<file path="config.mk">
export PLATFORM = sky130hd
export DESIGN_NAME = fws_status_poller
export DESIGN_NICKNAME = d
export VERILOG_FILES = /design/src/pkg/fws_pkg.sv /design/src/hw/fws_bus_cycle.sv /design/src/hw/fws_status_poller.sv
export VERILOG_INCLUDE_DIRS = /design/src /design/src/pkg
export SDC_FILE = /design/constraint.sdc
export NUM_CORES = 1
export LEC_CHECK = 0
export BUFFER_PORTS_ARGS = -buffer_cell sky130_fd_sc_hd__buf_2
export CAP_MARGIN = 20
export CORE_MARGIN = 2
export CORE_UTILIZATION = 35
export DETAILED_ROUTE_END_ITERATION = 10
export GPL_TIMING_DRIVEN = 0
export PLACE_DENSITY_LB_ADDON = 0.08
export SLEW_MARGIN = 40
export SYNTH_ARGS = -nofsm -noshare
export SYNTH_HDL_FRONTEND = slang
export SYNTH_SLANG_ARGS = --single-unit
</file>
<file path="constraint.sdc">
create_clock -name core_clk -period 2.85 [get_ports core_clk]
set_clock_uncertainty 0.1 [all_clocks]
set_input_delay 0.1425 -clock core_clk [delete_from_list [all_inputs] [get_ports core_clk]]
set_output_delay 0.1425 -clock core_clk [all_outputs]
set_load 0.02 [all_outputs]
</file>
<file path="src/pkg/fws_regs.svh">
// Register map, field positions, reset values and timing counts of the
// flash write-status poller. Assumes a 10 MHz core clock and an APB master.
//
// Functional notes
// - Host reads status twice; unchanged toggle bit means done, next read is data.
// - Toggling with timeout error high: recheck; still toggling is failure, issue reset.
// - After leaving polling, host restarts with a fresh double read.
// - After timeout error host issues reset; device returns to read mode.
// - Host may skip erase timer checks if extra commands come within 50 us.
// - Host confirms acceptance, then reads erase timer bit around each sector command; the poller issues no sector commands and only reports DQ3 of its last read.
// - Status encodings per mode; host gives a valid address for polling reads.
`ifndef FWS_REGS_SVH
`define FWS_REGS_SVH

`define FWS_OFF_CTRL        12'h000
`define FWS_OFF_ADDR        12'h004
`define FWS_OFF_WDATA       12'h008
`define FWS_OFF_RDATA       12'h00C
`define FWS_OFF_STATUS      12'h010

`define FWS_OP_WRITE        3'h1
`define FWS_OP_READ         3'h2
`define FWS_OP_POLL         3'h3
`define FWS_OP_RESET        3'h4
`define FWS_OP_ABORT        3'h5

`define FWS_ST_BUSY         0
`define FWS_ST_DONE         1
`define FWS_ST_FAIL         2
`define FWS_ST_READY        3
`define FWS_ST_ERASE_TIMER  4
`define FWS_ST_TIMEOUT      5
`define FWS_ST_TOGGLE       6

`define FWS_DQ_POLL         7
`define FWS_DQ_TOGGLE1      6
`define FWS_DQ_TIMEOUT      5
`define FWS_DQ_ERASE_TIMER  3

`define FWS_RESET_CMD       16'h00F0
`define FWS_RST_ADDR        22'h000000
`define FWS_RST_DATA        16'h0000

`define FWS_CLK_NS          100
`define FWS_T_ACC_NS        90
`define FWS_T_WE_NS         100
`define FWS_T_RB_NS         200
`define FWS_SYNC_CYC        2
`define FWS_RD_CYC          (((`FWS_T_ACC_NS + `FWS_CLK_NS - 1) / `FWS_CLK_NS) + `FWS_SYNC_CYC + 1)
`define FWS_WE_CYC          ((`FWS_T_WE_NS + `FWS_CLK_NS - 1) / `FWS_CLK_NS)
`define FWS_RB_CYC          (((`FWS_T_RB_NS + `FWS_CLK_NS - 1) / `FWS_CLK_NS) + `FWS_SYNC_CYC)

`endif

</file>
<file path="src/pkg/fws_pkg.sv">
// Types of the flash write-status poller: state encodings and state records.
// Assumes nothing from fws_regs.svh; the state encodings and field widths are written out here.
package fws_pkg;

  typedef enum logic [7:0] {
    FWS_IDLE = 8'h01,
    FWS_WR   = 8'h02,
    FWS_RD   = 8'h04,
    FWS_P1   = 8'h08,
    FWS_P2   = 8'h10,
    FWS_P3   = 8'h20,
    FWS_ARR  = 8'h40,
    FWS_RST  = 8'h80
  } fws_state_t;

  typedef enum logic [3:0] {
    FWS_C_IDLE   = 4'h1,
    FWS_C_SETUP  = 4'h2,
    FWS_C_STROBE = 4'h4,
    FWS_C_HOLD   = 4'h8
  } fws_cyc_state_t;

  typedef struct packed {
    fws_cyc_state_t st;
    logic [3:0]     cnt;
    logic           wr;
    logic [21:0]    addr;
    logic [15:0]    wdata;
    logic [15:0]    rdata;
    logic           ce_n;
    logic           oe_n;
    logic           we_n;
    logic           dq_oe;
    logic [15:0]    dq_s1;
    logic [15:0]    dq_s2;
  } fws_cyc_t;

  typedef struct packed {
    fws_state_t  st;
    logic        go;
    logic        go_wr;
    logic [21:0] go_addr;
    logic [15:0] go_data;
    logic [21:0] addr;
    logic [15:0] wdata;
    logic [15:0] rdata;
    logic        first;
    logic        done;
    logic        fail;
    logic        abort;
    logic        tmo_seen;
    logic        rb_s1;
    logic        rb_s2;
    logic [3:0]  settle;
    logic [31:0] prdata;
  } fws_main_t;

endpackage : fws_pkg

</file>
<file path="src/hw/fws_bus_cycle.sv">
// One asynchronous flash bus cycle, read or write, with fixed strobe timing.
// Assumes the flash data pins are resolved outside from flash_dq_oe.
`timescale 1ns/10ps
`include "fws_regs.svh"
module fws_bus_cycle (
  input  wire logic        core_clk,
  input  wire logic        srst,
  input  wire logic        start,
  input  wire logic        is_write,
  input  wire logic [21:0] addr,
  input  wire logic [15:0] wdata,
  output logic             done,
  output logic [15:0]      rdata,
  output logic [21:0]      flash_addr,
  output logic [15:0]      flash_dq_out,
  output logic             flash_dq_oe,
  input  wire logic [15:0] flash_dq_in,
  output logic             flash_ce_n,
  output logic             flash_oe_n,
  output logic             flash_we_n
);

  fws_pkg::fws_cyc_t cur_ff;
  fws_pkg::fws_cyc_t nxt_cyc;

  always_comb begin
    nxt_cyc = cur_ff;
    nxt_cyc.dq_s1 = flash_dq_in;
    nxt_cyc.dq_s2 = cur_ff.dq_s1;
    case (cur_ff.st)
      fws_pkg::FWS_C_IDLE: begin
        if (start) begin
          nxt_cyc.wr    = is_write;
          nxt_cyc.addr  = addr;
          nxt_cyc.wdata = wdata;
          nxt_cyc.ce_n  = 1'b0;
          nxt_cyc.dq_oe = is_write;
          nxt_cyc.st    = fws_pkg::FWS_C_SETUP;
        end
      end
      fws_pkg::FWS_C_SETUP: begin
        if (cur_ff.wr) begin
          nxt_cyc.we_n = 1'b0;
          nxt_cyc.cnt  = 4'(`FWS_WE_CYC - 1);
        end else begin
          nxt_cyc.oe_n = 1'b0;
          nxt_cyc.cnt  = 4'(`FWS_RD_CYC - 1);
        end
        nxt_cyc.st = fws_pkg::FWS_C_STROBE;
      end
      fws_pkg::FWS_C_STROBE: begin
        if (cur_ff.cnt == 4'h0) begin
          // Rising strobe completes the cycle; each read is framed by its own strobes
          if (!cur_ff.wr) begin
            nxt_cyc.rdata = cur_ff.dq_s2;
          end
          nxt_cyc.we_n = 1'b1;
          nxt_cyc.oe_n = 1'b1;
          nxt_cyc.ce_n = 1'b1;
          nxt_cyc.st   = fws_pkg::FWS_C_HOLD;
        end else begin
          nxt_cyc.cnt = cur_ff.cnt - 4'h1;
        end
      end
      fws_pkg::FWS_C_HOLD: begin
        nxt_cyc.dq_oe = 1'b0;
        nxt_cyc.st    = fws_pkg::FWS_C_IDLE;
      end
      default: begin
        nxt_cyc.st = fws_pkg::FWS_C_IDLE;
      end
    endcase
  end

  always_ff @(posedge core_clk) begin
    if (srst) begin
      cur_ff <= '{st: fws_pkg::FWS_C_IDLE, ce_n: 1'b1, oe_n: 1'b1, we_n: 1'b1, default: '0};
    end else begin
      cur_ff <= nxt_cyc;
    end
  end

  assign done         = (cur_ff.st == fws_pkg::FWS_C_HOLD);
  assign rdata        = cur_ff.rdata;
  assign flash_addr   = cur_ff.addr;
  assign flash_dq_out = cur_ff.wdata;
  assign flash_dq_oe  = cur_ff.dq_oe;
  assign flash_ce_n   = cur_ff.ce_n;
  assign flash_oe_n   = cur_ff.oe_n;
  assign flash_we_n   = cur_ff.we_n;

endmodule : fws_bus_cycle

</file>
<file path="src/hw/fws_status_poller.sv">
// Host-side controller for a parallel NOR flash: single bus cycles on order,
// toggle-bit completion polling, timeout handling and ready/busy tracking.
// Assumes an APB master on the register side and a flash on the pin side.
`timescale 1ns/10ps
`include "fws_regs.svh"
module fws_status_poller (
  input  wire logic        core_clk,
  input  wire logic        srst,
  input  wire logic        psel,
  input  wire logic        penable,
  input  wire logic        pwrite,
  input  wire logic [11:0] paddr,
  input  wire logic [31:0] pwdata,
  output logic [31:0]      prdata,
  output logic             pready,
  output logic             pslverr,
  output logic [21:0]      flash_addr,
  output logic [15:0]      flash_dq_out,
  output logic             flash_dq_oe,
  input  wire logic [15:0] flash_dq_in,
  output logic             flash_ce_n,
  output logic             flash_oe_n,
  output logic             flash_we_n,
  input  wire logic        ready_busy_n
);

  fws_pkg::fws_main_t cur_ff;
  fws_pkg::fws_main_t nxt_main;

  logic        cyc_done;
  logic [15:0] cyc_rdata;
  logic        mapped;
  logic        wr_acc;
  logic        rd_setup;
  logic [2:0]  op;
  logic        busy;
  logic        rb_ready;
  logic [31:0] status_word;

  fws_bus_cycle fws_bus_cycle_inst (
    .core_clk     (core_clk),
    .srst         (srst),
    .start        (cur_ff.go),
    .is_write     (cur_ff.go_wr),
    .addr         (cur_ff.go_addr),
    .wdata        (cur_ff.go_data),
    .done         (cyc_done),
    .rdata        (cyc_rdata),
    .flash_addr   (flash_addr),
    .flash_dq_out (flash_dq_out),
    .flash_dq_oe  (flash_dq_oe),
    .flash_dq_in  (flash_dq_in),
    .flash_ce_n   (flash_ce_n),
    .flash_oe_n   (flash_oe_n),
    .flash_we_n   (flash_we_n)
  );

  assign mapped   = (paddr == `FWS_OFF_CTRL) || (paddr == `FWS_OFF_ADDR) ||
                    (paddr == `FWS_OFF_WDATA) || (paddr == `FWS_OFF_RDATA) ||
                    (paddr == `FWS_OFF_STATUS);
  assign wr_acc   = psel && penable && pwrite && mapped;
  assign rd_setup = psel && !penable && !pwrite;
  assign op       = pwdata[2:0];
  assign busy     = (cur_ff.st != fws_pkg::FWS_IDLE);
  // Ready/busy is trusted only once the settle time after the last write strobe ran out
  assign rb_ready = cur_ff.rb_s2 && (cur_ff.settle == 4'h0);

  always_comb begin
    status_word = 32'h00000000;
    status_word[`FWS_ST_BUSY]        = busy;
    status_word[`FWS_ST_DONE]        = cur_ff.done;
    status_word[`FWS_ST_FAIL]        = cur_ff.fail;
    status_word[`FWS_ST_READY]       = rb_ready;
    // Timer bit always reported, so software may check it or skip it
    status_word[`FWS_ST_ERASE_TIMER] = cur_ff.rdata[`FWS_DQ_ERASE_TIMER];
    status_word[`FWS_ST_TIMEOUT]     = cur_ff.tmo_seen;
    status_word[`FWS_ST_TOGGLE]      = cur_ff.first;
  end

  always_comb begin
    nxt_main = cur_ff;
    nxt_main.go    = 1'b0;
    nxt_main.rb_s1 = ready_busy_n;
    nxt_main.rb_s2 = cur_ff.rb_s1;
    if (cur_ff.settle != 4'h0) begin
      nxt_main.settle = cur_ff.settle - 4'h1;
    end

    // Register reads are captured in the setup phase, answered in the access phase
    if (rd_setup) begin
      case (paddr)
        `FWS_OFF_ADDR:   nxt_main.prdata = {10'h000, cur_ff.addr};
        `FWS_OFF_WDATA:  nxt_main.prdata = {16'h0000, cur_ff.wdata};
        `FWS_OFF_RDATA:  nxt_main.prdata = {16'h0000, cur_ff.rdata};
        `FWS_OFF_STATUS: nxt_main.prdata = status_word;
        default:         nxt_main.prdata = 32'h00000000;
      endcase
    end

    if (wr_acc && (paddr == `FWS_OFF_ADDR) && !busy) begin
      nxt_main.addr = pwdata[21:0];
    end
    if (wr_acc && (paddr == `FWS_OFF_WDATA) && !busy) begin
      nxt_main.wdata = pwdata[15:0];
    end
    if (wr_acc && (paddr == `FWS_OFF_CTRL) && busy && (op == `FWS_OP_ABORT)) begin
      nxt_main.abort = 1'b1;
    end

    case (cur_ff.st)
      fws_pkg::FWS_IDLE: begin
        nxt_main.abort = 1'b0;
        if (wr_acc && (paddr == `FWS_OFF_CTRL)) begin
          nxt_main.go_addr = cur_ff.addr;
          nxt_main.go_data = cur_ff.wdata;
          nxt_main.go_wr   = 1'b0;
          case (op)
            `FWS_OP_WRITE: begin
              nxt_main.go    = 1'b1;
              nxt_main.go_wr = 1'b1;
              nxt_main.st    = fws_pkg::FWS_WR;
            end
            `FWS_OP_READ: begin
              nxt_main.go = 1'b1;
              nxt_main.st = fws_pkg::FWS_RD;
            end
            `FWS_OP_POLL: begin
              // Polling reads use the address held in the address register
              nxt_main.go       = 1'b1;
              nxt_main.tmo_seen = 1'b0;
              nxt_main.st       = fws_pkg::FWS_P1;
            end
            `FWS_OP_RESET: begin
              nxt_main.go      = 1'b1;
              nxt_main.go_wr   = 1'b1;
              nxt_main.go_addr = `FWS_RST_ADDR;
              nxt_main.go_data = `FWS_RESET_CMD;
              nxt_main.st      = fws_pkg::FWS_RST;
            end
            default: begin
              nxt_main.st = fws_pkg::FWS_IDLE;
            end
          endcase
          if (nxt_main.go) begin
            nxt_main.done = 1'b0;
            nxt_main.fail = 1'b0;
          end
        end
      end
      fws_pkg::FWS_WR, fws_pkg::FWS_RST: begin
        if (cyc_done) begin
          nxt_main.settle = 4'(`FWS_RB_CYC);
          nxt_main.done   = 1'b1;
          nxt_main.st     = fws_pkg::FWS_IDLE;
        end
      end
      fws_pkg::FWS_RD, fws_pkg::FWS_ARR: begin
        if (cyc_done) begin
          nxt_main.rdata = cyc_rdata;
          nxt_main.done  = 1'b1;
          nxt_main.st    = fws_pkg::FWS_IDLE;
        end
      end
      fws_pkg::FWS_P1: begin
        if (cyc_done) begin
          nxt_main.rdata = cyc_rdata;
          nxt_main.first = cyc_rdata[`FWS_DQ_TOGGLE1];
          nxt_main.go    = 1'b1;
          nxt_main.st    = fws_pkg::FWS_P2;
        end
      end
      fws_pkg::FWS_P2: begin
        if (cyc_done) begin
          nxt_main.rdata = cyc_rdata;
          nxt_main.first = cyc_rdata[`FWS_DQ_TOGGLE1];
          if (cyc_rdata[`FWS_DQ_TOGGLE1] == cur_ff.first) begin
            // Toggle stopped: the following read returns array data
            nxt_main.go = 1'b1;
            nxt_main.st = fws_pkg::FWS_ARR;
          end else if (cyc_rdata[`FWS_DQ_TIMEOUT]) begin
            nxt_main.tmo_seen = 1'b1;
            nxt_main.go       = 1'b1;
            nxt_main.st       = fws_pkg::FWS_P3;
          end else if (cur_ff.abort) begin
            // Leaving early; a later poll starts again from a double read
            nxt_main.st = fws_pkg::FWS_IDLE;
          end else begin
            nxt_main.go = 1'b1;
            nxt_main.st = fws_pkg::FWS_P2;
          end
        end
      end
      fws_pkg::FWS_P3: begin
        if (cyc_done) begin
          nxt_main.rdata = cyc_rdata;
          nxt_main.first = cyc_rdata[`FWS_DQ_TOGGLE1];
          nxt_main.go    = 1'b1;
          if (cyc_rdata[`FWS_DQ_TOGGLE1] == cur_ff.first) begin
            nxt_main.st = fws_pkg::FWS_ARR;
          end else begin
            // Still toggling with the timeout bit up: failed, return device to reading
            nxt_main.fail    = 1'b1;
            nxt_main.go_wr   = 1'b1;
            nxt_main.go_addr = `FWS_RST_ADDR;
            nxt_main.go_data = `FWS_RESET_CMD;
            nxt_main.st      = fws_pkg::FWS_RST;
          end
        end
      end
      default: begin
        nxt_main.st = fws_pkg::FWS_IDLE;
      end
    endcase
  end

  always_ff @(posedge core_clk) begin
    if (srst) begin
      cur_ff <= '{st: fws_pkg::FWS_IDLE, rb_s1: 1'b1, rb_s2: 1'b1, default: '0};
    end else begin
      cur_ff <= nxt_main;
    end
  end

  assign prdata  = cur_ff.prdata;
  assign pready  = 1'b1;
  assign pslverr = psel && penable && !mapped;

endmodule : fws_status_poller

</file>
==> impl_metrics.csv, run 1 <==
group,metric,value,unit
floorplanning,core,26900,µm²
final_layout,seq_area,4680,µm²
status,status,"finished, final reports clean",
final_layout,drive_gt1_share,23.0,%
power,irDropWorstVdd,404,µV
timing,setup_violations,0,
timing,max_slew_margin,48.9,%
detailed_routing,wl_per_cell,16.5,µm
power,power.density,590,nW/µm²
synth,synth_most_common_cell,"dfxtp_1",
detailed_routing,vias,8085,
power,power.leakage,4.53,nW
critical_path,cp.depth,7,
floorplanning,ios,142,
floorplanning,row_count,60,
detailed_routing,first_pass_iters,7,
power,power,7.03,mW
final_layout,post-route-util,44.3,%
timing,max_freq,372,MHz
synth,synth_ff_type,"dfxtp_1",
critical_path,crit_end,"cur_ff[123]",
timing,finalCritPeriodShare,94.2,%
cts,cts-root-buf,"clkbuf_16",
critical_path,critPathKind,"register to register",
placement,post-place-ws,-190,ps
synth,async_flop_share,0,%
grt,antenna_found_initial,0,
final_layout,diodes,0,
floorplanning,die_x,169,µm
cts,cts.reportedPaths.clkPinSlew,60,ps
synth,syn_area,9540,µm²
synth,avgSynthCellArea,8.68,µm²
synth,synthTopCellsByArea,"dfxtp_1 49%, nand2_1 8.9%, a21oi_1 6.6%, buf_4 5.7%, nor4b_1 3.7%",
critical_path,cp_num_buf_inv,2,
final_layout,fin_nets,1363,
critical_path,setup.worst_path.start,"fws_bus_cycle_inst.cur_ff[95]",
detailed_routing,vias_per_cell,4.88,
synth,synth-edff-count,0,
grt,grt_pass1_wl,42.9,mm
synth,synthCells,1099,
placement,hpwlAfterDp,20.5,mm
critical_path,crit_arrival,3000,ps
detailed_routing,drt_iter0_drc,534,
synth,yosys.area.top_type,"dfxtp_1",
critical_path,cp_slowest_cell,"or4b_1",
synth,synth_cell_types,57,
critical_path,required,3170,ps
cts,insertion_delay,530,ps
placement,io_buffers,117,
timing,drv_slew,0,
synth,ys_top_cells_by_count,"234 x dfxtp_1, 226 x nand2_1, 126 x a21oi_1, 73 x clkbuf_1, 72 x buf_4",
critical_path,critical_path.max_stage_delay,570,ps
cts,cts_tree,"built",
grt,globalRouteTotalUtil,19.0,%
synth,yosysWarnings,0,
cts,clock_sinks,234,
synth,ys_ff_latch,234,
grt,grt-ovfl-total,0,
grt,grt_pass1_vias,7624,
synth,synth_top_area_share,49.1,%
detailed_routing,drtAntennaViolNets,0,
synth,yosysSeqAreaShare,49.1,%
cts,cts_buffers,26,
timing,period_minus_slack,2680,ps
critical_path,cp_max_fo,10,
final_layout,syn_to_final_growth,24.9,%
critical_path,critPathTopFamily,"simple AND/OR/NAND/NOR gates",
critical_path,timing.rr.end,"cur_ff[123]",
timing,fin_ws,165,ps
timing,rsz0062_at_grt,"false",
final_layout,filler_cell_count,2766,
run,cap_violations,0,
cts,h-tree-depth,1,
worst_hold_path,min_path_type,"primary input to register",
placement,gp_congestion,0.861,
timing,final_hold_viol_count,0,
grt,grt_max_degree,14,
critical_path,crit_path_start_kind,"register",
detailed_routing,wl,27.3,mm
critical_path,r2r_start,"fws_bus_cycle_inst.cur_ff[95]",
timing,tightestPinTransition,767,ps
critical_path,ff2ff_path_depth,7,
floorplanning,fp.dieH,169,µm
cts,clock_path_buffers,3,
critical_path,worst_setup_path_end_kind,"register",
floorplanning,initial_core_util,35.5,%
final_layout,multi_input_area,4000,µm²
critical_path,rrSetupSlack,170,ps
critical_path,path_cells,"buf_6 -> or4b_1 -> or4b_4 -> nor2_4 -> buf_2 -> nor4b_1 -> a31o_2",
detailed_routing,drcViolationCount,0,
floorplanning,die_area,28600,µm²
[routing by layer]
metal / GRT usage, % / up-vias / part of all wire, %
li1: - / 4140 / -
met4: 4.42 / 0 / 1.8
met1: 25.5 / 3743 / 46
met3: 2.06 / 32 / 3.9
met5: 0 / - / 0
met2: 33.0 / 170 / 48
[where the power goes]
| group | internal (mW) | leakage, nW | switching [mW] |
|---|---|---|---|
| Sequential | 3.31 | 1.89 | 0.0182 |
| Clock | 2.00 | 0.423 | 1.34 |
| Combinational | 0.152 | 2.22 | 0.195 |
[cells in the final DEF, fill, tap and decap left out, types with 26 or more instances in the layout]
cell type / synthesis / layout
a21oi_1: 126 / 126
a31o_2: 35 / 35
buf_2: 8 / 127
buf_4: 72 / 72
clkbuf_1: 73 / 74
clkbuf_16: 0 / 27
dfxtp_1: 234 / 234
dlygate4sd3_1: 0 / 42
nand2_1: 226 / 226
nor2_1: 26 / 26
nor2b_1: 36 / 36
nor4b_1: 40 / 37
o21ai_0: 39 / 39
[kinds of logic (layout without fill, tap and decap cells)]
kind of cell / count (synthesis) / after routing / synth area share (%)
buffers and inverters: 168 / 375 / 9.71
and+or+nand+nor: 428 / 428 / 22.9
AOI/OAI and AO/OA: 250 / 250 / 16.5
DFF: 234 / 234 / 49.1
muxes: 4 / 4 / 0.433
adders and majority gates: 2 / 2 / 0.262
xor gates and xnor gates: 11 / 11 / 1.01
other: 2 / 11 / 0.0787
[through the flow]
stage                     area, µm²  TNS, ps  cells  hold slack, ps
after floorplan                9570        0   1108             146
after global placement        10600    -4360   1566             226
after detailed placement      10600    -3440   1566             227
after CTS                     11900        0   1656            39.5
after global routing          11900        0   1656            68.7
final                         11900        0   1656            60.4
[worst reg2reg max path: cells and delay by family (launching register included)]
kind | cells | cell delay [ps]
compound gates | 1 | 230
buf+inv | 2 | 460
flops | 1 | 310
simple gates | 4 | 1480
[final cells by class]
class	count	share of cell area [%]
inverters	9	0.284
multi-input cells	706	33.5
repair buffers	159	8.44
clock buffers	39	6.64
plain buffers	159	7.55
clock inverters	9	0.651
well taps	341	3.58
flip-flops and latches	234	39.3
[registers in the layout, summed over array words and instances (netlist names)]
register / count
cur_ff: 113
fws_bus_cycle_inst.cur_ff: 41
fws_bus_cycle_inst.flash_addr: 22
prdata: 22
fws_bus_cycle_inst.flash_dq_out: 16
fws_bus_cycle_inst.rdata: 16
fws_bus_cycle_inst.flash_ce_n: 1
fws_bus_cycle_inst.flash_dq_oe: 1
fws_bus_cycle_inst.flash_oe_n: 1
fws_bus_cycle_inst.flash_we_n: 1
[worst min path at each step]
stage | start | end | slack (ps) | cells after the start
2_1_floorplan | ready_busy_n | cur_ff[37] | 150 | 1
5_1_grt | psel | prdata[19] | 70 | 4
3_5_place_dp | ready_busy_n | cur_ff[37] | 230 | 2
6_report | psel | prdata[17] | 60 | 4
4_1_cts | psel | prdata[17] | 40 | 4
3_3_place_gp | ready_busy_n | cur_ff[37] | 230 | 2
[repair_timing]
| item | in CTS | in global routing |
|---|---|---|
| hold buffers | 42 | 0 |
| gates cloned | 0 | 0 |
| setup buffers | 0 | 0 |
| endpoints found under the hold margin | 65 | 0 |
| resized for setup | 4 | 8 |
| setup endpoints to repair | 29 | 32 |
(Power assumes the default switching activity.)
==> inputs of run 2 (changes only) <==
Settings changed: CAP_MARGIN 20 to default, CORE_MARGIN 2 to 8, SKIP_CTS_REPAIR_TIMING from default to 1.
==> run 2 against run 1 <==
- sequential cell count unchanged
- cell area fell by 0.42%
- non-clock buffer count did not move
- clock power down 4%
- via count decreased by 0.33%
- highest routed layer unchanged
- sequential power about the same
- total power down 1.7%
==> impl_metrics.csv, run 2 (synthesized netlist as in run 1, its figures left out) <==
group,metric,value,unit
timing,tightestPinTransition,775,ps
timing,setup_violations,0,
grt,gr-max-usage-layer,"met2",
critical_path,crit_top_cell,"buf_6",
power,power.density,582,nW/µm²
final_layout,multi_input_area,4000,µm²
final_layout,post-route-util,44.1,%
grt,grt_pass1_wl,43.6,mm
critical_path,required,3230,ps
grt,grtUsageMet3,3.21,%
timing,period_minus_slack,2660,ps
critical_path,path_cells,"buf_6 -> or4b_1 -> or4b_4 -> nor2_4 -> or2_2 -> buf_4 -> buf_6 -> a31o_2",
timing,drv_slew,0,
power,power.leakage,4.52,nW
critical_path,critical_path.max_stage_delay,570,ps
final_layout,largest_register_ffs,113,
placement,io_buffers,117,
worst_hold_path,min_path_type,"primary input to register",
critical_path,cp_max_fo,10,
grt,grt_max_degree,14,
cts,cts.reportedPaths.clkPinSlew,60,ps
power,irDropWorstVdd,420,µV
detailed_routing,drcViolationCount,0,
floorplanning,die_area,32800,µm²
timing,max_slew_margin,48.3,%
critical_path,cp.depth,8,
grt,use_met2,28.0,%
detailed_routing,wl,27.9,mm
critical_path,setup.worst_path.start,"fws_bus_cycle_inst.cur_ff[95]",
final_layout,largest-register,"cur_ff",
timing,finalCritPeriodShare,93.3,%
critical_path,cp_num_buf_inv,3,
floorplanning,die_x,181,µm
critical_path,crit_arrival,3040,ps
detailed_routing,drt_iter0_drc,492,
cts,cts_tree,"built",
timing,max_freq,376,MHz
grt,met1_usage,20.9,%
final_layout,final_cells,1651,
detailed_routing,wl_per_cell,16.9,µm
final_layout,top_regs,"cur_ff: 113 flops, fws_bus_cycle_inst.cur_ff: 41 flops",
final_layout,final_common_cell,"dfxtp_1",
placement,hpwlAfterDp,21.2,mm
cts,cts_buffers,26,
final_layout,fin_nets,1363,
floorplanning,core,26900,µm²
final_layout,syn_to_final_growth,24.4,%
timing,fin_hold_ws,13.8,ps
critical_path,worst_setup_path_end_kind,"register",
grt,grt-ovfl-total,0,
cts,clock_sinks,234,
detailed_routing,vias_per_cell,4.88,
cts,h-tree-depth,1,
final_layout,seq_area,4680,µm²
final_layout,drive_gt1_share,22.4,%
final_layout,most-common-layout-cells,"234 x dfxtp_1, 226 x nand2_1, 126 x a21oi_1",
detailed_routing,vias,8058,
cts,insertion_delay,540,ps
grt,globalRouteTotalUtil,16.5,%
detailed_routing,drtAntennaViolNets,0,
power,power,6.91,mW
critical_path,cp_slowest_cell,"or4b_1",
detailed_routing,first_pass_iters,5,
floorplanning,row_count,60,
status,status,"finished, final reports clean",
timing,rsz0062_at_grt,"false",
critical_path,critPathKind,"register to register",
timing,final_hold_viol_count,0,
critical_path,r2r_start,"fws_bus_cycle_inst.cur_ff[95]",
floorplanning,fp.dieH,181,µm
floorplanning,initial_core_util,35.5,%
cts,clock_path_buffers,3,
final_layout,filler_cell_count,2740,
placement,dp_cells,1566,
critical_path,rrSetupSlack,190,ps
critical_path,crit_path_start_kind,"register",
grt,antenna_found_initial,0,
final_layout,diodes,0,
critical_path,ff2ff_path_depth,8,
critical_path,timing.rr.end,"cur_ff[118]",
critical_path,crit_end,"cur_ff[118]",
floorplanning,ios,142,
cts,cts-root-buf,"clkbuf_16",
placement,gp_congestion,0.871,
critical_path,critPathTopFamily,"simple AND/OR/NAND/NOR gates",
grt,grt_pass1_vias,7583,
run,cap_violations,0,
## run 2: changes by cell type in the layout (fill, tap and decap cells not counted), sizes merged
| cell | change |
|---|---|
| clkbuf | +1 |
| bufinv | +1 |
| clkinv | -2 |
| clkinvlp | -3 |
| buf | -2 |
## run 2: metal layers
metal | vias up | routed length [µm]
met5 | - | 0
met4 | 0 | 735
met3 | 40 | 1620
met2 | 194 | 13100
met1 | 3705 | 12500
li1 | 4119 | -
## run 2: worst min-delay path by stage
stage / slack (ps) / start / endpoint / cells after the start
after floorplan: 150 / ready_busy_n / cur_ff[37] / 1
after global placement: 230 / ready_busy_n / cur_ff[37] / 2
after detailed placement: 230 / ready_busy_n / cur_ff[37] / 2
after CTS: -320 / ready_busy_n / cur_ff[37] / 2
after global routing: 60 / penable / prdata[3] / 4
final: 10 / penable / prdata[3] / 4
## run 2: cell type report
cell class              count  area share, %
plain buffers             159           7.57
clock buffers              38           6.12
clock inverters             5          0.728
inverters                   9          0.285
multi-input cells         706           33.7
flip-flops and latches    234           39.5
well taps                 341           3.60
repair buffers            159           8.48
## run 2: stage by stage
step / setup WS, ps / instance area, µm² / TNS, ps
detailed placement: -370 / 10600 / -8640
finish: 191 / 11900 / 0
global placement: -400 / 10600 / -10120
global route: 3.36 / 11900 / 0
CTS: -369 / 11400 / -8740
floorplan: 490 / 9570 / 0
## run 2: power by group
group | total (mW) | internal [mW] | switching [mW]
Combinational | 0.346 | 0.152 | 0.194
Clock | 3.23 | 1.93 | 1.30
Sequential | 3.33 | 3.31 | 0.0185
## run 2: worst register-to-register path, stage by stage (launching register included)
cell	delay, ps
dfxtp_1	300
buf_6	130
or4b_1	570
or4b_4	550
nor2_4	260
or2_2	190
buf_4	180
buf_6	170
a31o_2	160
==> inputs of run 3 (changes only) <==
Settings changed: CELL_PAD_IN_SITES_DETAIL_PLACEMENT from default to 0, CELL_PAD_IN_SITES_GLOBAL_PLACEMENT from default to 1, CORE_ASPECT_RATIO from default to 0.5, CTS_CLUSTER_SIZE from default to 30.
==> run 3 against run 2 <==
- the run now ends with negative hold slack left
- register-to-register slack about the same
- sequential cell count unchanged
- worst hold slack got worse by 34 ps
==> impl_metrics.csv, run 3 (synthesized netlist as in run 1, its figures left out) <==
group,metric,value,unit
detailed_routing,vias,8233,
critical_path,crit_path_start_kind,"register",
power,power.leakage,4.54,nW
placement,dpl-instance-area,10600,µm²
grt,grt-ovfl-total,0,
grt,grtUsageMet3,3.30,%
status,status,"complete, but fails checks",
power,power,7.06,mW
final_layout,multi_input_area,4000,µm²
grt,grt_pass1_vias,7893,
final_layout,final_common_cell,"dfxtp_1",
cts,insertion_delay,520,ps
final_layout,seq_area,4680,µm²
cts,cts_tree,"built",
timing,period_minus_slack,2660,ps
critical_path,required,3210,ps
floorplanning,fp.dieH,133,µm
final_layout,most-common-layout-cells,"234 x dfxtp_1, 226 x nand2_1, 126 x a21oi_1",
grt,met1_usage,24.3,%
grt,grt_max_degree,16,
timing,max_slew_margin,45.3,%
grt,grt_pass1_wl,45.0,mm
final_layout,top_regs,"cur_ff: 113 flops, fws_bus_cycle_inst.cur_ff: 41 flops",
detailed_routing,wl,29.3,mm
final_layout,diodes,0,
final_layout,fin_nets,1357,
timing,setup_violations,0,
timing,max_freq,376,MHz
detailed_routing,drt_iter0_drc,527,
grt,gr-max-usage-layer,"met2",
final_layout,largest_register_ffs,113,
cts,cts-root-buf,"clkbuf_16",
detailed_routing,first_pass_iters,6,
worst_hold_path,min_path_type,"primary input to register",
cts,clock_path_buffers,3,
final_layout,largest-register,"cur_ff",
timing,finalCritPeriodShare,93.2,%
detailed_routing,drtAntennaViolNets,0,
placement,post-place-ws,-364,ps
cts,h-tree-depth,1,
final_layout,final_cells,1657,
power,irDropWorstVdd,350,µV
final_layout,post-route-util,44.7,%
detailed_routing,vias_per_cell,4.97,
final_layout,drive_gt1_share,23.2,%
floorplanning,row_count,42,
placement,io_buffers,117,
critical_path,critPathKind,"register to register",
grt,use_met2,26.4,%
floorplanning,initial_core_util,35.9,%
cts,clock_sinks,234,
power,power.density,593,nW/µm²
placement,gp_congestion,0.852,
placement,hpwlAfterDp,22.3,mm
floorplanning,die_x,249,µm
critical_path,worst_setup_path_end_kind,"register",
critical_path,crit_arrival,3010,ps
placement,dp_cells,1577,
run,cap_violations,0,
final_layout,fin_area,11900,µm²
status,violations,"negative hold slack",
detailed_routing,drcViolationCount,0,
timing,final_hold_viol_count,2,
critical_path,cp_max_fo,10,
grt,antenna_found_initial,0,
final_layout,filler_cell_count,2677,
floorplanning,ios,142,
floorplanning,die_area,33100,µm²
cts,cts_buffers,23,
detailed_routing,wl_per_cell,17.7,µm
cts,cts.reportedPaths.clkPinSlew,70,ps
timing,rsz0062_at_grt,"false",
timing,fin_hold_ws,-20.2,ps
timing,drv_slew,0,
floorplanning,core,26600,µm²
grt,globalRouteTotalUtil,16.9,%
timing,tightestPinTransition,821,ps
final_layout,syn_to_final_growth,24.7,%
timing,fin_ws,194,ps
run 3: power breakdown:
part	total, mW	switching [mW]	internal (mW)	leakage [nW]
Sequential	3.33	0.0179	3.31	1.89
Combinational	0.343	0.193	0.150	2.23
Clock	3.38	1.31	2.07	0.419
run 3: path summary, 6_finish.rpt:
check | from | endpoint | slack [ps] | cells after the start
setup reg to reg | cur_ff[138] | cur_ff[112] | 190 | 9
setup / recovery | cur_ff[138] | cur_ff[112] | 190 | 9
hold / removal | pwdata[2] | cur_ff[61] | -20 | 3
hold reg to reg | cur_ff[37] | cur_ff[36] | 330 | 1
run 3: area by class of cell:
cell class	count	share of cell area, %
repair buffers	157	8.29
plain buffers	158	7.55
clock inverters	13	1.71
inverters	9	0.284
well taps	352	3.70
flip-flops and latches	234	39.4
multi-input cells	706	33.7
clock buffers	28	5.42
run 3: through the flow:
step / TNS (ps) / hold slack [ps]
after global placement: -7090 / 230
after detailed placement: -8530 / 232
after global routing: 0 / 2.51
final: 0 / -20.2
after floorplan: 0 / 146
after CTS: -8790 / -311
run 3: critical path, cell delays in order (launching register included):
cell      delay [ps]
dfxtp_1          310
clkbuf_1         320
nor4_4           120
nor2b_1          140
buf_2            170
a21oi_1          350
and3_1           250
clkbuf_1         320
clkbuf_2         330
a31o_2           180
run 3: routing by layer:
| metal | share of wire (%) | vias to the layer above |
|---|---|---|
| met3 | 5.3 | 32 |
| met4 | 1.3 | 0 |
| met5 | 0 | - |
| met2 | 43 | 179 |
| met1 | 51 | 3899 |
| li1 | - | 4123 |
